$ cat config.mk
export PLATFORM = sky130hd
export DESIGN_NAME = qpc_core
export DESIGN_NICKNAME = d
export VERILOG_FILES = /design/src/common/qpc_pkg.sv /design/src/hdl/qpc_tap_decode.sv /design/src/hdl/qpc_core.sv
export VERILOG_INCLUDE_DIRS = /design/src /design/src/common
export SDC_FILE = /design/constraint.sdc
export NUM_CORES = 1
export LEC_CHECK = 0
export ABC_AREA = 1
export ABC_CLOCK_PERIOD_IN_PS = 3900
export BUFFER_PORTS_ARGS = -buffer_cell sky130_fd_sc_hd__buf_2
export CAP_MARGIN = 40
export CORE_ASPECT_RATIO = 1.4
export CORE_MARGIN = 3
export CORE_UTILIZATION = 42
export DETAILED_ROUTE_END_ITERATION = 8
export GPL_TIMING_DRIVEN = 0
export PLACE_DENSITY = 0.69
export SLEW_MARGIN = 20
export SYNTH_ARGS = -nofsm -noshare
export SYNTH_HDL_FRONTEND = slang
export SYNTH_SLANG_ARGS = --single-unit
$ cat constraint.sdc
create_clock -name core_clk -period 3.9 [get_ports core_clk]
set_clock_uncertainty 0.05 [all_clocks]
set_input_delay 0.39 -clock core_clk [delete_from_list [all_inputs] [get_ports core_clk]]
set_output_delay 0.39 -clock core_clk [all_outputs]
set_load 0.01 [all_outputs]
$ cat src/common/qpc_defines.svh
// Constants for the quad potentiometer control and configuration block.
// Assumes inclusion by bare name from design files; definitions only.
`ifndef QPC_DEFINES_SVH
`define QPC_DEFINES_SVH
// Control register fields and reset value
`define QPC_CTRL_WIDTH 4
`define QPC_CTRL_WP_BIT 0
`define QPC_CTRL_PROG_BIT 1
`define QPC_CTRL_GAIN_BIT 2
`define QPC_CTRL_BURST_BIT 3
`define QPC_CTRL_RESET 4'h3
// Command codes (upper nibble of the command byte)
`define QPC_CMD_NOP 4'h0
`define QPC_CMD_WR_INPUT 4'h1
`define QPC_CMD_WR_WIPER 4'h2
`define QPC_CMD_READ 4'h3
`define QPC_CMD_COPY_IN 4'h6
`define QPC_CMD_NV_COPY 4'h7
`define QPC_CMD_NV_WRITE 4'h8
`define QPC_CMD_SCALE 4'h9
`define QPC_CMD_SW_RESET 4'hB
`define QPC_CMD_CTRL 4'hD
// Read-back selectors
`define QPC_RD_INPUT 2'h0
`define QPC_RD_NV 2'h1
`define QPC_RD_CTRL 2'h2
`define QPC_RD_WIPER 2'h3
// Address fields
`define QPC_ADDR_ALL_BIT 3
`define QPC_ADDR_AHALF_BIT 2
`define QPC_NUM_CH 4
`endif

$ cat src/common/qpc_pkg.sv
// Types for the quad potentiometer control and configuration block.
// Assumes the defines header is compiled alongside.
package qpc_pkg;
    // Scale override of one channel
    typedef enum logic [1:0] {
        QPC_SCALE_NONE,
        QPC_SCALE_TOP,
        QPC_SCALE_BOTTOM
    } qpc_scale_t;
endpackage : qpc_pkg

$ cat src/hdl/qpc_tap_decode.sv
// Tap decode for one channel: turns codes into wiper-to-A and wiper-to-B settings.
// Assumes codes are already limited to the variant width by the caller.
`timescale 1ns/1ps
`include "qpc_defines.svh"
module qpc_tap_decode #(
    parameter int CODE_W = 8
) (
    input wire logic [CODE_W-1:0] wb_code,
    input wire logic [CODE_W-1:0] aw_code,
    input wire logic gain_mode,
    input wire qpc_pkg::qpc_scale_t scale,
    output logic [CODE_W:0] wiper_to_b_setting,
    output logic [CODE_W:0] wiper_to_a_setting
);
    localparam logic [CODE_W:0] FULL = {1'b1, {CODE_W{1'b0}}};

    // One extra bit lets the full-scale step count be expressed
    always_comb begin
        wiper_to_b_setting = {1'b0, wb_code};
        if (gain_mode) begin
            wiper_to_a_setting = {1'b0, aw_code};
        end else begin
            wiper_to_a_setting = FULL - {1'b0, wb_code};
        end
        case (scale)
            qpc_pkg::QPC_SCALE_TOP: begin
                wiper_to_b_setting = FULL;
                wiper_to_a_setting = '0;
            end
            qpc_pkg::QPC_SCALE_BOTTOM: begin
                wiper_to_b_setting = '0;
                wiper_to_a_setting = FULL;
            end
            default: begin
            end
        endcase
    end
endmodule : qpc_tap_decode

$ cat src/hdl/qpc_core.sv
// Control, configuration and wiper storage of a quad nonvolatile potentiometer.
// Assumes a framer on the same clock hands over whole 16-bit words as one-cycle strobes.
`timescale 1ns/1ps
`include "qpc_defines.svh"
module qpc_core #(
    parameter int CODE_W = 8
) (
    input wire logic core_clk,
    input wire logic rst_b,
    input wire logic cmd_valid,
    input wire logic [15:0] cmd_word,
    input wire logic frame_end,
    input wire logic restart_seen,
    output logic [7:0] read_data,
    output logic read_valid,
    output logic [`QPC_CTRL_WIDTH-1:0] ctrl_bits,
    output logic burst_active,
    output logic nv_busy,
    output logic [(CODE_W+1)*`QPC_NUM_CH-1:0] wiper_to_b_setting,
    output logic [(CODE_W+1)*`QPC_NUM_CH-1:0] wiper_to_a_setting
);
    localparam int NCH = `QPC_NUM_CH;

    // Only the 128- and 256-position variants have a defined code range
    if (CODE_W != 7 && CODE_W != 8) begin : g_bad_code_w
        $error("CODE_W must be 7 or 8");
    end

    // Limit a data byte to the variant code range
    function automatic logic [CODE_W-1:0] clip_code(input logic [7:0] b);
        clip_code = b[CODE_W-1:0];
    endfunction : clip_code

    // Channel hit for an address nibble; a_half chooses which half is addressed
    function automatic logic ch_hit(input logic [3:0] a, input int ch, input logic a_half);
        ch_hit = a[`QPC_ADDR_ALL_BIT] |
                 ((a[1:0] == 2'(ch)) && (a[`QPC_ADDR_AHALF_BIT] == a_half));
    endfunction : ch_hit

    logic [`QPC_CTRL_WIDTH-1:0] ctrl_q, ctrl_d;
    logic [CODE_W-1:0] in_b_q [NCH], in_b_d [NCH];
    logic [CODE_W-1:0] in_a_q [NCH], in_a_d [NCH];
    logic [CODE_W-1:0] wb_q [NCH], wb_d [NCH];
    logic [CODE_W-1:0] wa_q [NCH], wa_d [NCH];
    logic [CODE_W-1:0] nv_q [NCH], nv_d [NCH];
    qpc_pkg::qpc_scale_t scale_q [NCH], scale_d [NCH];
    logic burst_q, burst_d;
    logic [7:0] rd_q, rd_d;
    logic rdv_q, rdv_d;
    logic [3:0] cmd, adr;
    logic [7:0] dat;
    logic gain, wr_ok, nv_ok;

    assign cmd = cmd_word[15:12];
    assign adr = cmd_word[11:8];
    assign dat = cmd_word[7:0];
    assign gain = ctrl_q[`QPC_CTRL_GAIN_BIT];
    assign wr_ok = ctrl_q[`QPC_CTRL_WP_BIT];
    assign nv_ok = ctrl_q[`QPC_CTRL_PROG_BIT];

    // Next-state of all command-driven storage
    always_comb begin
        ctrl_d = ctrl_q;
        in_b_d = in_b_q;
        in_a_d = in_a_q;
        wb_d = wb_q;
        wa_d = wa_q;
        nv_d = nv_q;
        scale_d = scale_q;
        burst_d = burst_q;
        rd_d = rd_q;
        rdv_d = 1'b0;
        // Burst persists across stop/restart only while enabled
        if ((frame_end || restart_seen) && !ctrl_q[`QPC_CTRL_BURST_BIT]) begin
            burst_d = 1'b0;
        end
        if (cmd_valid) begin
            if (ctrl_q[`QPC_CTRL_BURST_BIT]) begin
                burst_d = 1'b1;
            end
            case (cmd)
                `QPC_CMD_CTRL: begin
                    ctrl_d = dat[`QPC_CTRL_WIDTH-1:0];
                end
                `QPC_CMD_WR_INPUT, `QPC_CMD_WR_WIPER: begin
                    for (int c = 0; c < NCH; c++) begin
                        // All-channel address ignores the A-half bit in either mode
                        if (ch_hit(adr, c, 1'b0) &&
                            (adr[`QPC_ADDR_ALL_BIT] || gain || !adr[`QPC_ADDR_AHALF_BIT])) begin
                            in_b_d[c] = clip_code(dat);
                            if (cmd == `QPC_CMD_WR_WIPER && wr_ok) begin
                                wb_d[c] = clip_code(dat);
                            end
                        end
                        // Wiper-to-A half only exists in gain mode
                        if (gain && ch_hit(adr, c, 1'b1)) begin
                            in_a_d[c] = clip_code(dat);
                            if (cmd == `QPC_CMD_WR_WIPER && wr_ok) begin
                                wa_d[c] = clip_code(dat);
                            end
                        end
                    end
                end
                `QPC_CMD_COPY_IN: begin
                    for (int c = 0; c < NCH; c++) begin
                        if (wr_ok && ch_hit(adr, c, 1'b0)) begin
                            wb_d[c] = in_b_q[c];
                            wa_d[c] = in_a_q[c];
                        end
                    end
                end
                `QPC_CMD_NV_COPY: begin
                    for (int c = 0; c < NCH; c++) begin
                        if (adr[1:0] == 2'(c)) begin
                            if (dat[0] && nv_ok) begin
                                nv_d[c] = wb_q[c];
                            end else if (!dat[0]) begin
                                wb_d[c] = nv_q[c];
                            end
                        end
                    end
                end
                `QPC_CMD_NV_WRITE: begin
                    for (int c = 0; c < NCH; c++) begin
                        if (nv_ok && adr[1:0] == 2'(c)) begin
                            nv_d[c] = clip_code(dat);
                        end
                    end
                end
                `QPC_CMD_SCALE: begin
                    for (int c = 0; c < NCH; c++) begin
                        if (ch_hit(adr, c, 1'b0) || ch_hit(adr, c, 1'b1)) begin
                            if (!dat[0]) begin
                                scale_d[c] = qpc_pkg::QPC_SCALE_NONE;
                            end else if (dat[7]) begin
                                scale_d[c] = qpc_pkg::QPC_SCALE_TOP;
                            end else begin
                                scale_d[c] = qpc_pkg::QPC_SCALE_BOTTOM;
                            end
                        end
                    end
                end
                `QPC_CMD_SW_RESET: begin
                    // Reload wipers from nonvolatile store, as at power-on
                    for (int c = 0; c < NCH; c++) begin
                        wb_d[c] = nv_q[c];
                        wa_d[c] = nv_q[c];
                        in_b_d[c] = nv_q[c];
                        in_a_d[c] = nv_q[c];
                        scale_d[c] = qpc_pkg::QPC_SCALE_NONE;
                    end
                end
                `QPC_CMD_READ: begin
                    rdv_d = 1'b1;
                    case (dat[1:0])
                        `QPC_RD_INPUT: rd_d = 8'(adr[2] ? in_a_q[adr[1:0]] : in_b_q[adr[1:0]]);
                        `QPC_RD_NV: rd_d = 8'(nv_q[adr[1:0]]);
                        `QPC_RD_CTRL: rd_d = {4'h0, ctrl_q};
                        default: rd_d = 8'(adr[2] ? wa_q[adr[1:0]] : wb_q[adr[1:0]]);
                    endcase
                end
                default: begin
                end
            endcase
        end
    end

    // Nonvolatile store resets to zero here; the restore path is a software reset
    always_ff @(posedge core_clk or negedge rst_b) begin
        if (!rst_b) begin
            ctrl_q <= `QPC_CTRL_RESET;
            burst_q <= 1'b0;
            rd_q <= 8'h00;
            rdv_q <= 1'b0;
            for (int c = 0; c < NCH; c++) begin
                in_b_q[c] <= '0;
                in_a_q[c] <= '0;
                wb_q[c] <= '0;
                wa_q[c] <= '0;
                nv_q[c] <= '0;
                scale_q[c] <= qpc_pkg::QPC_SCALE_NONE;
            end
        end else begin
            ctrl_q <= ctrl_d;
            burst_q <= burst_d;
            rd_q <= rd_d;
            rdv_q <= rdv_d;
            in_b_q <= in_b_d;
            in_a_q <= in_a_d;
            wb_q <= wb_d;
            wa_q <= wa_d;
            nv_q <= nv_d;
            scale_q <= scale_d;
        end
    end

    assign ctrl_bits = ctrl_q;
    assign burst_active = burst_q;
    assign read_data = rd_q;
    assign read_valid = rdv_q;
    assign nv_busy = 1'b0;

    // Per-channel tap decode
    for (genvar g = 0; g < NCH; g++) begin : g_ch
        qpc_tap_decode #(
            .CODE_W(CODE_W)
        ) u_dec (
            .wb_code(wb_q[g]),
            .aw_code(wa_q[g]),
            .gain_mode(gain),
            .scale(scale_q[g]),
            .wiper_to_b_setting(wiper_to_b_setting[g*(CODE_W+1) +: CODE_W+1]),
            .wiper_to_a_setting(wiper_to_a_setting[g*(CODE_W+1) +: CODE_W+1])
        );
    end
endmodule : qpc_core

==> metrics <==
antenna violations before repair=1; Leak=between 7 and 8 nW; met3 Track Usage GR=4.56%; grt ovf=0; Reg2Reg Setup Slack=1.65 ns; Ys Warns=0; WP buf/inv=4; CP max-delay cell=buf_1; crit path kind=register to primary output; Hold Crit Class=input port to register; Final Setup Violations=0; multiplexer area fraction after synthesis=0%; worst slew pin tran=0.940 ns; Synth cell types=33; sequential share of the synthesized area=38.5%; crit path cell chain=inv_1, clkbuf_1, buf_1, nor2_1, nor2_1, buf_2; CP Capture Type=primary output; total wire length=57,400 um; Detail Route Antenna Nets=0; layout cells sized above 1=10.0%; CP delay by family, top=buffers and inverters; Seq cells post-synth=about 180; compound-gate portion of the synthesized area=between 10% and 20%; cell row count=about 70; unrepaired setup endpoints after global routing=no; pre-CTS setup slack=1.01 ns; drt via density=5.58; Die Span X=148 um; Die H=205 um; CTS tree=done; worst endpoint required time=3.46 ns; outcome=finished, final reports clean; maximum clock path buffer count=2; Worst Path Arrival=2.60 ns; Most common cell on crit path=nor2_1; largest net degree at the start of global routing=93; clock root buffer=clkbuf_16; max_slew headroom=37.3%; Area growth syn-to-layout=14.3%; setup ws final=0.864 ns; grt met1 use=between 40% and 50%; Initial Util=42.8%; routability cong.=between 1 and 1.5; drt pass-1 iters=8; Max stage delay on crit path=0.61 ns; CTS Hold Buffers Added=1; CP Max Fanout=10; mapped cell area=~12,000 um^2; later-pin clock latency in the skew report=0.46 ns; Pins Over Slew Limit=0; Cell Area, Placed=12,900 um^2; clock sink count=roughly 180; total power=0.00747 W; H-tree Lvls=4; top-area cell type share of the netlist area=between 30% and 40%; # port buffers=103; synthesized instance count=between 1,500 and 2,000; startpoint types=register; Net Count, Synth=1,882; die area=slightly above 30,000 um^2; period utilization=77.8%; CTS buffer count=17; Fin. Hold Viols=0; Post-Synth Adder-Cell Area=roughly 1.3%; max-cap violation count=0; simple logic cell fraction of the synthesized area=37.5%; Area contributors post-synth=dfrtp_1 (38%), nand2_1 (25%), o21ai_0 (9.4%), nand3_1 (6.7%), inv_1 (6.3%); fin util=48.8%; met2 usage=60.7%; Post-CTS Setup Inserts=0; f_max=329 MHz; # nets final=2,010; pwr dens=553 nW/um^2; GRT Max-Usage Layer=met2; Clock Pin Slew Worst Setup and Hold Paths=0.07 ns; xor and xnor fraction of the mapped netlist area=under 10%; VDD IR max=slightly below 0.3 mV; first-pass GRT wire length=a little over 80,000 um; I/O pins=108; Antenna Cells=0; Yosys top cell by area=dfrtp_1; vias after detailed routing=13,200; Mean Syn Cell Area=6.39 um^2; Routed WL per cell=24.3 um; Tmin final=about 3 ns; dpl hpwl=47,100 um; drt drc=0; GRT Total Usage=37.9%; largest family of logic cells by synthesized area=simple AND/OR/NAND/NOR gates; core box area=27,700 um^2; post-CTS resize count=0; design area=between 10,000 and 15,000 um^2; number of global-route vias before repair=12,400; DR iter-0 viols=roughly 1,500
## per-stage QoR
step	TNS, ns	hold WS, ns	cells
6_report	0	0.229	2360
5_1_grt	0	0.255	2360
4_1_cts	0	0.221	2359
3_5_place_dp	0	0.141	2326
3_3_place_gp	-115.13	0.408	2322
2_1_floorplan	0	0.0444	1849
## area by class of cell
type	count	area [um^2]
sequential	182	4560
clock inverter	14	156
buffer	76	323
fill	2994	14100
inverter	204	766
multi-input combinational	1387	6180
timing repair buffer	109	621
tap	370	463
clock buffer	18	439
## path summary, 6_finish.rpt
| path | start | endpoint | depth (start not counted) |
|---|---|---|---|
| worst max-delay path | ctrl_bits[2]$_DFFE_PN0P_ | wiper_to_a_setting[28] | 6 |
| worst min-delay path | frame_end | burst_active$_DFF_PN0_ | 4 |
| worst max register to register | ctrl_bits[2]$_DFFE_PN0P_ | in_a_q[22]$_DFFE_PN0P_ | 6 |
| worst min register to register | wa_q[13]$_DFFE_PN0P_ | wa_q[13]$_DFFE_PN0P_ | 2 |
| max in group asynchronous | rst_b | in_a_q[7]$_DFFE_PN0P_ | 4 |
| min in group asynchronous | rst_b | wb_q[21]$_DFFE_PN0P_ | 2 |
## per-layer routing
metal | up-vias | wire, um
li1 | 6079 | -
met1 | 6216 | 22800
met2 | 698 | 26200
met3 | 163 | 4030
met4 | 2 | 4360
met5 | - | 12
## synthesized netlist by cell type
cell / number
buf_4: 5
dfstp_2: 2
ha_1: 12
nor2_4: 10
nand4_1: 10
xor2_1: 15
buf_2: 15
nand3_1: 159
nand2_1: 784
dfrtp_1: 180
inv_2: 5
nor3_1: 9
clkinv_1: 1
o22ai_2: 1
nor4_1: 1
o211ai_1: 11
o21ai_0: 223
o31ai_1: 1
o221ai_1: 2
a21oi_1: 32
nor2_1: 89
or2_2: 5
o21ai_1: 2
a31oi_1: 1
buf_1: 7
xnor2_1: 4
clkbuf_1: 49
a21oi_4: 1
nand2_2: 5
nor2_2: 8
inv_1: 198
conb_1: 1
nand3_4: 1
## state kept, by name (all words and copies together) (netlist names)
| signal | count |
|---|---|
| in_b_q | 32 |
| burst_active | 1 |
| wa_q | 32 |
| wb_q | 32 |
| read_data | 8 |
| nv_q | 32 |
| read_valid | 1 |
| scale_q | 8 |
| ctrl_bits | 4 |
| in_a_q | 32 |
## power by group
group	total (W)	internal (W)	switching, W
Sequential	0.00289	0.00237	0.000528
Combinational	0.00275	0.000888	0.00186
Clock	0.00183	0.000929	0.000899
## layout by cell type, fill, tap and decap left out, types with 7 or more instances in the layout
cell type and instances:
buf_1 7, inv_1 198, nor2_2 8, nand3_1 159, a21oi_1 32, nor2_4 10, clkbuf_1 49, nor3_1 9
xor2_1 15, dfrtp_1 180, nand2_1 784, buf_2 117, o21ai_0 223, ha_1 12, o211ai_1 11, nor2_1 89
clkbuf_16 17, nand4_1 10
## tightest hold or removal path: cells and delay by family
kind	cells	cell delay [ns]
AO/OA/AOI/OAI	2	0.16
buffers and inverters	1	0.08
AND/OR/NAND/NOR	1	0.06
## kinds of logic (layout without fill, tap and decap cells)
family                     after synthesis  count (layout)
other                                    1               1
and+or+nand+nor                       1081            1081
buffers and inverters                  280             421
DFF                                    182             182
adders and majority gates               12              12
AOI/OAI and AO/OA                      274             274
xor gates and xnor gates                19              19
No activity file was read; power rests on OpenSTA's default activity.
